<file path="src/rtl/dpct_pkg.sv">
// Constants, mode codes and bus carriers for the dual PWM capture timer
package dpct_pkg;
	localparam int unsigned CNT_W = 16;
	localparam int unsigned DB_W = 8;
	localparam int unsigned PRE_W = 7;

	// Register byte offsets
	localparam logic [7:0] OFS_CTRL = 8'h00;
	localparam logic [7:0] OFS_CTRL1 = 8'h04;
	localparam logic [7:0] OFS_COUNT = 8'h08;
	localparam logic [7:0] OFS_RELOAD = 8'h0c;
	localparam logic [7:0] OFS_MATCH = 8'h10;
	localparam logic [7:0] OFS_DEAD = 8'h14;

	// Main control register fields
	localparam int unsigned CTRL_EN_BIT = 0;
	localparam int unsigned CTRL_MODE_LSB = 1;
	localparam int unsigned CTRL_POL_BIT = 4;
	localparam int unsigned CTRL_PRE_LSB = 5;

	// Second control register fields
	localparam int unsigned CTRL1_MODEHI_BIT = 0;
	localparam int unsigned CTRL1_SRC_LSB = 1;
	localparam int unsigned CTRL1_CAUSE_BIT = 3;

	// Mode codes: mode high bit above the three-bit main field
	typedef logic [3:0] dpct_mode_t;
	localparam dpct_mode_t MODE_DUAL_PWM = 4'h8;
	localparam dpct_mode_t MODE_CAPTURE = 4'h4;
	localparam dpct_mode_t MODE_CAP_RESTART = 4'h9;

	// Interrupt source select
	typedef enum logic [1:0] {
		SRC_BOTH = 2'h0,
		SRC_CAPTURE = 2'h1,
		SRC_RELOAD = 2'h2,
		SRC_BOTH_ALT = 2'h3
	} dpct_src_e;

	// Reset and restart values, and the dead band clamp limit
	localparam logic [15:0] CNT_RESTART = 16'h0001;
	localparam logic [15:0] RELOAD_RST = 16'hffff;
	localparam logic [15:0] MATCH_RST = 16'h0000;
	localparam logic [7:0] DEAD_MAX = 8'h80;

	// APB request and answer
	typedef struct packed {
		logic psel;
		logic penable;
		logic pwrite;
		logic [7:0] paddr;
		logic [31:0] pwdata;
	} dpct_apb_req_s;

	typedef struct packed {
		logic pready;
		logic pslverr;
		logic [31:0] prdata;
	} dpct_apb_rsp_s;
endpackage : dpct_pkg

</file>
<file path="src/rtl/dpct_timer.sv">
// Dual PWM and capture timer with APB register access
//
// Implementation choices: the APB interface to the registers and the register offsets.
module dpct_timer #(
	parameter int unsigned CNT_W = dpct_pkg::CNT_W,
	parameter int unsigned DB_W = dpct_pkg::DB_W,
	parameter int unsigned PRE_W = dpct_pkg::PRE_W
) (
	// Clock and reset
	input wire logic sys_clk,
	input wire logic reset,
	// APB slave
	input wire dpct_pkg::dpct_apb_req_s apb_req,
	output dpct_pkg::dpct_apb_rsp_s apb_rsp,
	// Timer pins
	input wire logic timer_in_pin,
	output logic pwm_out,
	output logic pwm_n_out,
	output logic pwm_n_oe_n,
	// Timer interrupt pulse
	output logic timer_irq
);
	// Control state
	logic en_ff;
	logic [2:0] mode_ff;
	logic pol_ff;
	logic [2:0] pre_sel_ff;
	logic modehi_ff;
	logic [1:0] src_ff;
	logic cause_ff;
	logic [CNT_W-1:0] cnt_ff;
	logic [CNT_W-1:0] reload_ff;
	logic [CNT_W-1:0] match_ff;
	logic [DB_W-1:0] dead_ff;
	logic [PRE_W-1:0] pre_ff;
	logic pwm_raw_ff;
	logic irq_ff;
	logic oe_n_ff;
	dpct_pkg::dpct_apb_rsp_s rsp_ff;

	// Next values
	logic [CNT_W-1:0] nxt_cnt;
	logic [CNT_W-1:0] nxt_match;
	logic [PRE_W-1:0] nxt_pre;
	logic nxt_pwm_raw;
	logic nxt_cause;
	logic nxt_irq;

	// Prescale factor 2^sel, the counter sees one tick per factor clocks
	function automatic logic [PRE_W-1:0] presc_last(input logic [2:0] sel);
		logic [PRE_W:0] factor;
		factor = (PRE_W+1)'(1) << sel;
		return PRE_W'(factor - 1'b1);
	endfunction : presc_last

	// Dead band above the maximum is held at the maximum
	function automatic logic [DB_W-1:0] dead_clamp(input logic [DB_W-1:0] v);
		return (v > DB_W'(dpct_pkg::DEAD_MAX)) ? DB_W'(dpct_pkg::DEAD_MAX) : v;
	endfunction : dead_clamp

	// Bus decode; a transfer completes on the edge where pready is high
	logic acc_done;
	logic wr_done;
	logic acc_first;
	logic hit_ctrl;
	logic hit_ctrl1;
	logic hit_count;
	logic hit_reload;
	logic hit_match;
	logic hit_dead;
	logic hit_any;
	assign acc_done = apb_req.psel & apb_req.penable & rsp_ff.pready;
	assign wr_done = acc_done & apb_req.pwrite;
	assign acc_first = apb_req.psel & apb_req.penable & ~rsp_ff.pready;
	assign hit_ctrl = (apb_req.paddr == dpct_pkg::OFS_CTRL);
	assign hit_ctrl1 = (apb_req.paddr == dpct_pkg::OFS_CTRL1);
	assign hit_count = (apb_req.paddr == dpct_pkg::OFS_COUNT);
	assign hit_reload = (apb_req.paddr == dpct_pkg::OFS_RELOAD);
	assign hit_match = (apb_req.paddr == dpct_pkg::OFS_MATCH);
	assign hit_dead = (apb_req.paddr == dpct_pkg::OFS_DEAD);
	assign hit_any = hit_ctrl | hit_ctrl1 | hit_count | hit_reload | hit_match | hit_dead;

	// Register write strobes
	logic ctrl_wr;
	logic ctrl1_wr;
	logic cnt_wr;
	logic reload_wr;
	logic match_wr;
	logic dead_wr;
	logic en_start;
	logic [31:0] wdata;
	assign wdata = apb_req.pwdata;
	assign ctrl_wr = wr_done & hit_ctrl;
	assign ctrl1_wr = wr_done & hit_ctrl1;
	assign cnt_wr = wr_done & hit_count;
	assign reload_wr = wr_done & hit_reload;
	assign match_wr = wr_done & hit_match;
	assign dead_wr = wr_done & hit_dead;
	assign en_start = ctrl_wr & wdata[dpct_pkg::CTRL_EN_BIT] & ~en_ff;

	// Mode decode from both control registers
	dpct_pkg::dpct_mode_t mode_code;
	logic dual;
	logic capm;
	logic rstm;
	logic active;
	assign mode_code = {modehi_ff, mode_ff};
	assign dual = (mode_code == dpct_pkg::MODE_DUAL_PWM);
	assign capm = (mode_code == dpct_pkg::MODE_CAPTURE);
	assign rstm = (mode_code == dpct_pkg::MODE_CAP_RESTART);
	assign active = en_ff & (dual | capm | rstm);

	// Timer input edges, unused while the pin drives the complement
	logic in_rise;
	logic in_fall;
	dpct_edge_sync u_edge (
		.sys_clk(sys_clk),
		.reset(reset),
		.pin_in(timer_in_pin),
		.rise(in_rise),
		.fall(in_fall)
	);

	// Tick, reload and capture events
	logic tick;
	logic at_reload;
	logic cap_ev;
	logic rel_ev;
	logic [CNT_W-1:0] cnt_inc;
	assign tick = active & (pre_ff == presc_last(pre_sel_ff));
	assign at_reload = tick & (cnt_ff == reload_ff);
	assign cap_ev = en_ff & (capm | rstm) & (pol_ff ? in_rise : in_fall);
	// A restart capture preempts a reload in the same cycle
	assign rel_ev = at_reload & ~(cap_ev & rstm);
	assign cnt_inc = cnt_ff + 1'b1;

	// Prescaler restarts with the period so each pass is exact
	assign nxt_pre = (!active || tick || (cap_ev && rstm)) ? '0 : pre_ff + 1'b1;

	// Counter: bus write, restart, reload, then plain count
	always_comb begin
		if (cnt_wr) begin
			nxt_cnt = wdata[CNT_W-1:0];
		end else if (cap_ev && rstm) begin
			nxt_cnt = CNT_W'(dpct_pkg::CNT_RESTART);
		end else if (rel_ev && (dual || rstm)) begin
			nxt_cnt = CNT_W'(dpct_pkg::CNT_RESTART);
		end else if (tick) begin
			nxt_cnt = cnt_inc;
		end else begin
			nxt_cnt = cnt_ff;
		end
	end

	// Capture beats a software write to the match register
	assign nxt_match = cap_ev ? cnt_ff : (match_wr ? wdata[CNT_W-1:0] : match_ff);

	// PWM level: start level on enable and reload, inverted at match
	always_comb begin
		if (en_start) begin
			nxt_pwm_raw = wdata[dpct_pkg::CTRL_POL_BIT];
		end else if (dual && rel_ev) begin
			nxt_pwm_raw = pol_ff;
		end else if (dual && tick && cnt_inc == match_ff) begin
			nxt_pwm_raw = ~pol_ff;
		end else begin
			nxt_pwm_raw = pwm_raw_ff;
		end
	end

	// Cause flag: capture sets, reload clears, set wins
	assign nxt_cause = cap_ev | (cause_ff & ~rel_ev);

	// Interrupt pulse filtered by the source select
	logic src_cap_ok;
	logic src_rel_ok;
	assign src_cap_ok = (src_ff != dpct_pkg::SRC_RELOAD);
	assign src_rel_ok = (src_ff != dpct_pkg::SRC_CAPTURE);
	assign nxt_irq = (cap_ev & src_cap_ok) | (rel_ev & src_rel_ok);

	// Read data mux, unused bits read zero
	logic [31:0] rd_data;
	assign rd_data =
		hit_ctrl ? 32'({pre_sel_ff, pol_ff, mode_ff, en_ff}) :
		hit_ctrl1 ? 32'({cause_ff, src_ff, modehi_ff}) :
		hit_count ? 32'(cnt_ff) :
		hit_reload ? 32'(reload_ff) :
		hit_match ? 32'(match_ff) :
		hit_dead ? 32'(dead_ff) : 32'h0000_0000;

	// APB answer one wait state after the access phase begins
	always_ff @(posedge sys_clk) begin
		if (reset) begin
			rsp_ff <= '0;
		end else begin
			rsp_ff.pready <= acc_first;
			rsp_ff.pslverr <= acc_first & ~hit_any;
			rsp_ff.prdata <= acc_first ? rd_data : 32'h0000_0000;
		end
	end

	// Configuration registers
	always_ff @(posedge sys_clk) begin
		if (reset) begin
			en_ff <= 1'b0;
			mode_ff <= 3'h0;
			pol_ff <= 1'b0;
			pre_sel_ff <= 3'h0;
			modehi_ff <= 1'b0;
			src_ff <= dpct_pkg::SRC_BOTH;
		end else begin
			if (ctrl_wr) begin
				en_ff <= wdata[dpct_pkg::CTRL_EN_BIT];
				mode_ff <= wdata[dpct_pkg::CTRL_MODE_LSB +: 3];
				pol_ff <= wdata[dpct_pkg::CTRL_POL_BIT];
				pre_sel_ff <= wdata[dpct_pkg::CTRL_PRE_LSB +: 3];
			end
			if (ctrl1_wr) begin
				modehi_ff <= wdata[dpct_pkg::CTRL1_MODEHI_BIT];
				src_ff <= wdata[dpct_pkg::CTRL1_SRC_LSB +: 2];
			end
		end
	end

	// Period and dead band registers
	always_ff @(posedge sys_clk) begin
		if (reset) begin
			reload_ff <= CNT_W'(dpct_pkg::RELOAD_RST);
			dead_ff <= '0;
		end else begin
			if (reload_wr) begin
				reload_ff <= wdata[CNT_W-1:0];
			end
			if (dead_wr) begin
				dead_ff <= dead_clamp(wdata[DB_W-1:0]);
			end
		end
	end

	// Counting state
	always_ff @(posedge sys_clk) begin
		if (reset) begin
			cnt_ff <= CNT_W'(dpct_pkg::CNT_RESTART);
			match_ff <= CNT_W'(dpct_pkg::MATCH_RST);
			pre_ff <= '0;
			pwm_raw_ff <= 1'b0;
			cause_ff <= 1'b0;
			irq_ff <= 1'b0;
		end else begin
			cnt_ff <= nxt_cnt;
			match_ff <= nxt_match;
			pre_ff <= nxt_pre;
			pwm_raw_ff <= nxt_pwm_raw;
			cause_ff <= nxt_cause;
			irq_ff <= nxt_irq;
		end
	end

	// Shared pin turns to an output in dual PWM
	always_ff @(posedge sys_clk) begin
		if (reset) begin
			oe_n_ff <= 1'b1;
		end else begin
			oe_n_ff <= ~dual;
		end
	end

	// Both outputs idle low outside dual PWM; each rise waits the dead band
	logic prim_level;
	logic comp_level;
	assign prim_level = dual & pwm_raw_ff;
	assign comp_level = dual & ~pwm_raw_ff;

	dpct_deadband #(.DB_W(DB_W)) u_db_prim (
		.sys_clk(sys_clk),
		.reset(reset),
		.level_in(prim_level),
		.dead_cycles(dead_ff),
		.level_out(pwm_out)
	);

	dpct_deadband #(.DB_W(DB_W)) u_db_comp (
		.sys_clk(sys_clk),
		.reset(reset),
		.level_in(comp_level),
		.dead_cycles(dead_ff),
		.level_out(pwm_n_out)
	);

	// Output hookup
	assign apb_rsp = rsp_ff;
	assign timer_irq = irq_ff;
	assign pwm_n_oe_n = oe_n_ff;
endmodule : dpct_timer

</file>
<file path="src/rtl/dpct_edge_sync.sv">
// Two-flop input synchroniser with rise and fall detection
module dpct_edge_sync (
	// Clock and reset
	input wire logic sys_clk,
	input wire logic reset,
	// Asynchronous pin level
	input wire logic pin_in,
	// One-cycle edge pulses
	output logic rise,
	output logic fall
);
	logic meta_ff;
	logic sync_ff;
	logic prev_ff;

	// Only sync_ff and prev_ff feed the edge logic
	always_ff @(posedge sys_clk) begin
		if (reset) begin
			meta_ff <= 1'b0;
			sync_ff <= 1'b0;
			prev_ff <= 1'b0;
		end else begin
			meta_ff <= pin_in;
			sync_ff <= meta_ff;
			prev_ff <= sync_ff;
		end
	end

	// Edge pulses
	assign rise = sync_ff & ~prev_ff;
	assign fall = ~sync_ff & prev_ff;
endmodule : dpct_edge_sync

</file>
<file path="src/rtl/dpct_deadband.sv">
// Delays the rising edge of one PWM level by a dead time
module dpct_deadband #(
	parameter int unsigned DB_W = dpct_pkg::DB_W
) (
	// Clock and reset
	input wire logic sys_clk,
	input wire logic reset,
	// Level and dead time in cycles
	input wire logic level_in,
	input wire logic [DB_W-1:0] dead_cycles,
	// Delayed level
	output logic level_out
);
	logic [DB_W-1:0] wait_ff;
	logic out_ff;
	logic done;
	logic nxt_out;
	logic [DB_W-1:0] nxt_wait;

	// Falls pass at once, rises wait out the dead time
	assign done = (wait_ff >= dead_cycles);
	assign nxt_out = level_in & (out_ff | done);
	assign nxt_wait = (!level_in || out_ff || done) ? '0 : wait_ff + 1'b1;
	assign level_out = out_ff;

	// Dead-time state
	always_ff @(posedge sys_clk) begin
		if (reset) begin
			wait_ff <= '0;
			out_ff <= 1'b0;
		end else begin
			wait_ff <= nxt_wait;
			out_ff <= nxt_out;
		end
	end
endmodule : dpct_deadband

</file>
<file path="config.mk">
export PLATFORM = sky130hd
export DESIGN_NAME = dpct_timer
export DESIGN_NICKNAME = d
export VERILOG_FILES = /design/src/rtl/dpct_pkg.sv /design/src/rtl/dpct_timer.sv /design/src/rtl/dpct_edge_sync.sv /design/src/rtl/dpct_deadband.sv
export SDC_FILE = /design/constraint.sdc
export NUM_CORES = 1
export LEC_CHECK = 0
export BUFFER_PORTS_ARGS = -buffer_cell sky130_fd_sc_hd__clkbuf_2
export CAP_MARGIN = 30
export CORE_ASPECT_RATIO = 0.7
export CORE_MARGIN = 4
export CORE_UTILIZATION = 32
export DETAILED_ROUTE_END_ITERATION = 7
export PLACE_DENSITY = 0.56
export REMOVE_ABC_BUFFERS = 1
export SETUP_SLACK_MARGIN = 0.4
export SLEW_MARGIN = 25
export SYNTH_ARGS = -nofsm -noshare
export SYNTH_HDL_FRONTEND = slang
export SYNTH_HIERARCHICAL = 1
export SYNTH_SLANG_ARGS = --single-unit
</file>
<file path="constraint.sdc">
create_clock -name sys_clk -period 3.7 [get_ports sys_clk]
set_input_delay 0.37 -clock sys_clk [delete_from_list [all_inputs] [get_ports sys_clk]]
set_output_delay 0.37 -clock sys_clk [all_outputs]
set_load 0.01 [all_outputs]
</file>
==> results summary <==
The launching instance or port of the critical path is pre_sel_ff[2]$_SDFFE_PP0P_. The minimum setup slack in the final design came out at slightly below 500 ps. The floorplan step defined a die boundary enclosing approximately 0.024 sq mm. At the end of the flow the core is filled with cells to 0.3719. STA classifies the critical path endpoint as a flip-flop. The number of failing hold endpoints at the final stage is 0. For this run, the top clock speed supported by timing is slightly above 300 MHz.

Setup violations remaining at the end of the flow were counted as 0. The predominant post-synthesis flop cell is dfxtp_1. For this configuration, the core starts out at a cell density of 0.3245. The post-synthesis instance total came out at 830. The max-cap check violation count came out at 0.

The worst-case reg-to-reg path depth is 10. The latest clock arrival within the worst-skew pair came out at ~420 ps. Setup repair after global routing could not meet its margin everywhere. Clock tree synthesis found a total of around 120 sinks. In this run the cell area of the synthesized design comes to 0.007015 sq mm.

The first global-routing pass estimated 32.35 mm of wire. The path with the worst hold slack has its endpoint at u_edge/meta_ff$_SDFF_PP0_. Of the total synthesized cell area, the portion taken by XOR and XNOR cells is 0.08044. The mux contribution to synthesized area came out at 0.04584. The clock-pin transition on the worst setup and hold timing paths is about 60 ps. The number of routed nets with antenna violations came out at 0. The critical-path maximum fanout came out at 16. The area of combinational cells with multiple inputs is approximately 0.0042 sq mm.

The flow ran to the end, and the final reports show no timing, DRC or antenna violations. The number of placed instances, taps included, is ~1100. The dominant combinational cell family by area after synthesis is simple AND/OR/NAND/NOR gates. The floorplan core area is between 0.02 and 0.025 sq mm. Between clock sinks in the finished design, the worst skew comes to roughly 11 ps. The global placement routability congestion is between 0.8 and 0.9. The count of state elements after synthesis is between 100 and 150. In the final layout, the share of cells above drive strength 1 is 0.1870. The fraction of the mapped netlist area in adder cells is 0.03745.

Walking the worst path, the cells encountered are or3_1 -> ha_1 -> xnor2_2 -> mux2i_1 -> a2111oi_4 -> and4_2 -> o22ai_4 -> buf_12 -> a221oi_1 -> a211oi_2. The pre-antenna-repair detailed-routing pass consisted of 5 iterations. The slowest stage of the critical path is the a2111oi_4 cell. The type of the most critical hold path is primary input to flip-flop. In this run the critical register-to-register path is launched from pre_sel_ff[2]$_SDFFE_PP0P_. The post-DP HPWL is between 10 and 15 mm. The number of global-route vias before repair came out at around 5700.

Counting instances, the worst hold path has a depth of 2. Data arrives at the worst endpoint at between 3000 and 4000 ps. The count of non-filler cells in the finished layout is ~1200.

Of the total synthesized cell area, the portion taken by AND, OR, NAND and NOR gates is 0.2445. OpenSTA, run right after detailed placement, puts the worst setup slack at around 400 ps. The largest net degree at the start of global routing is about 50. The placed cell area came out at 0.007438 sq mm. The aggregate negative setup slack came out at 0 ps. The layout net count came out at about 930.

The global-route usage over all layers came out at 0.1684. VDD sags by at most roughly 310 uV. After detailed routing, the number of remaining DRC violations is 0. The number of distinct library cells after synthesis is 71. The floorplan step set the die height to ~130 microns. The relative slew slack is 0.4765. The number of H-tree levels is 4. The minimum setup slack among reg-to-reg paths came out at between 400 and 500 ps. The filler cell count in the final layout came out at ~2200.

The area fraction in compound gates after synthesis is 0.1798. For the worst setup path, the data required time is 3980 ps. The startpoint kind of the worst setup timing path is a flip-flop. The per-cell routed wire length is roughly 18 microns. The total number of vias is between 6000 and 7000. The slew at the pin closest to its max-slew limit is between 700 and 800 ps. The end of the worst register-to-register path is cnt_ff[3]$_SDFFE_PP0P_. Of all flip-flops after synthesis, the portion carrying an async set or reset was 0. TritonCTS built the clock tree. 0 antenna diodes ended up in the layout. The number of buffers and inverters on the critical path came out at 1. The x dimension of the die came out at 185.0 microns. The number of antenna violations at the first check in global routing was 0.

Among cell families on the critical path, the largest total delay comes from compound AO/OA/AOI/OAI gates. The sequential fraction of the synthesis area came out at 0.3339. The delay of the slowest cell on the worst path came out at 500 ps.

The routed design has ~20 mm of wire. The number of enable-type register cells in the synthesized netlist came out at 0. The number of vias per cell after detailed routing came out at 5.282. Relative to the synthesized area, the layout overhead comes to 14.62%.

The power after layout came out at about 3.0 mW. between 80 and 90 I/O pins were placed. The first-iteration detailed-routing DRC count came out at 510. Port buffering added 51 buffers.

The floorplan has 45 rows. The largest buffer count on any clock path is 2. The worst hold margin came out at 188.8 ps. The worst hold path begins at timer_in_pin. The static power due to leakage is ~2.8 nW.

In this run the clock root is driven by a clkbuf_16. By startpoint and endpoint, the worst setup path is classified as flip-flop to flip-flop. The share of the clock period used by the worst path after layout came out at 0.8673. The number of buffers added by the clock tree synthesis step came out at 17. Averaged over all synthesized cells, the footprint is approximately 8.5 sq um. The final number of max-transition violations came to 0. The finished layout cell area came out at between 0.008 and 0.009 sq mm. For this design the ratio of total power to cell area is ~380 mW/mm^2. The sequential cell area came out at 0.002342 sq mm.

The total number of yosys warnings came out at 6. The total overflow reported by the global router is 0. The clock period could shrink to 3209 ps.
## flip-flops by register name (all words and copies together), names as in the netlist, 2 cells and up
| name | count |
|---|---|
| apb_rsp | 18 |
| cnt_ff | 16 |
| dead_ff | 8 |
| match_ff | 16 |
| mode_ff | 3 |
| pre_ff | 7 |
| pre_sel_ff | 3 |
| reload_ff | 16 |
| src_ff | 2 |
| u_db_comp/wait_ff | 8 |
| u_db_prim/wait_ff | 8 |
## repair_timing
item	4_1_cts	5_1_grt
gates resized for setup	0	4
hold buffers	0	0
setup endpoints to repair	1	14
buffers inserted	0	3
pin swaps	1	1
## layer usage
metal / global-route usage / routed length [microns] / part of all wire / up-vias
li1: - / - / - / 2960
met1: 0.2693 / 10280 / 0.50 / 2949
met2: 0.2252 / 8279 / 0.40 / 198
met3: 0.03640 / 1686 / 0.082 / 15
met4: 0.03993 / 227 / 0.011 / 0
met5: 0 / 0 / 0 / -
## how the worst max path moves through the flow
stage / endpoint / slack [ps] / cells past startpoint
after floorplan: cnt_ff[3]$_SDFFE_PP0P_ / 500 / 7
after global placement: cnt_ff[0]$_SDFFE_PP1P_ / 400 / 9
after detailed placement: cnt_ff[0]$_SDFFE_PP1P_ / 400 / 9
after CTS: cnt_ff[0]$_SDFFE_PP1P_ / 410 / 9
after global routing: cnt_ff[7]$_SDFFE_PP0P_ / 320 / 9
final: cnt_ff[3]$_SDFFE_PP0P_ / 490 / 10
## synthesized netlist by cell type, drive strengths merged (7+ instances only)
cell type	count	area share
a211oi	9	0.014
a21oi	63	0.048
a221oi	8	0.011
a22oi	16	0.022
a311oi	17	0.021
a31oi	8	0.0071
and2	15	0.013
and3	12	0.011
buf	43	0.041
clkbuf	31	0.017
dfxtp	117	0.33
ha	21	0.037
inv	38	0.020
mux2i	31	0.044
nand2	77	0.041
nand2b	16	0.014
nand3	39	0.028
nand3b	8	0.0086
nand4	14	0.016
nor2	66	0.036
nor2b	15	0.013
nor3	30	0.034
o21ai	17	0.013
or3	7	0.0062
xnor2	46	0.058
xor2	15	0.019
## where the power goes
group | internal [mW] | leakage [nW] | switching [mW]
clock network | 0.931 | 0.260 | 0.627
registers | 1.27 | 0.945 | 0.0191
logic | 0.0636 | 1.61 | 0.111
## cell type report
cell class / count / share of cell area
multi-input combinational: 616 / 0.5231
sequential: 117 / 0.2913
timing repair buffer: 75 / 0.05570
clock buffer: 18 / 0.05461
tap: 282 / 0.04388
inverter: 38 / 0.01774
clock inverter: 13 / 0.01369
## cell families (layout without fill, tap and decap cells)
family          after synthesis  in the layout
compound gates              168            168
xor+xnor                     62             62
fa+ha+maj                    21             21
buf+inv                     112            144
flops                       117            117
mux                          32             32
other cells                   1             16
simple gates                317            317
## placed cells by master, fill, tap and decap left out, types with 7 or more instances in the layout
cell type  instances
a21oi_1           60
a221oi_1           7
a22oi_1            9
a22oi_2            7
a311oi_1          17
a31oi_1            8
and2_1            14
and3_1            12
buf_4             23
clkbuf_16         17
clkbuf_2          51
conb_1            16
dfxtp_1          117
ha_1              21
inv_1             38
mux2i_1           31
nand2_1           77
nand2b_1          16
nand3_1           39
nand3b_1           8
nand4_1           12
nor2_1            64
nor2b_1           15
nor3_1            13
nor3_2            17
o21ai_1           10
or3_1              7
xnor2_1           45
xor2_1            15
Power figures use the tool's default switching activity.
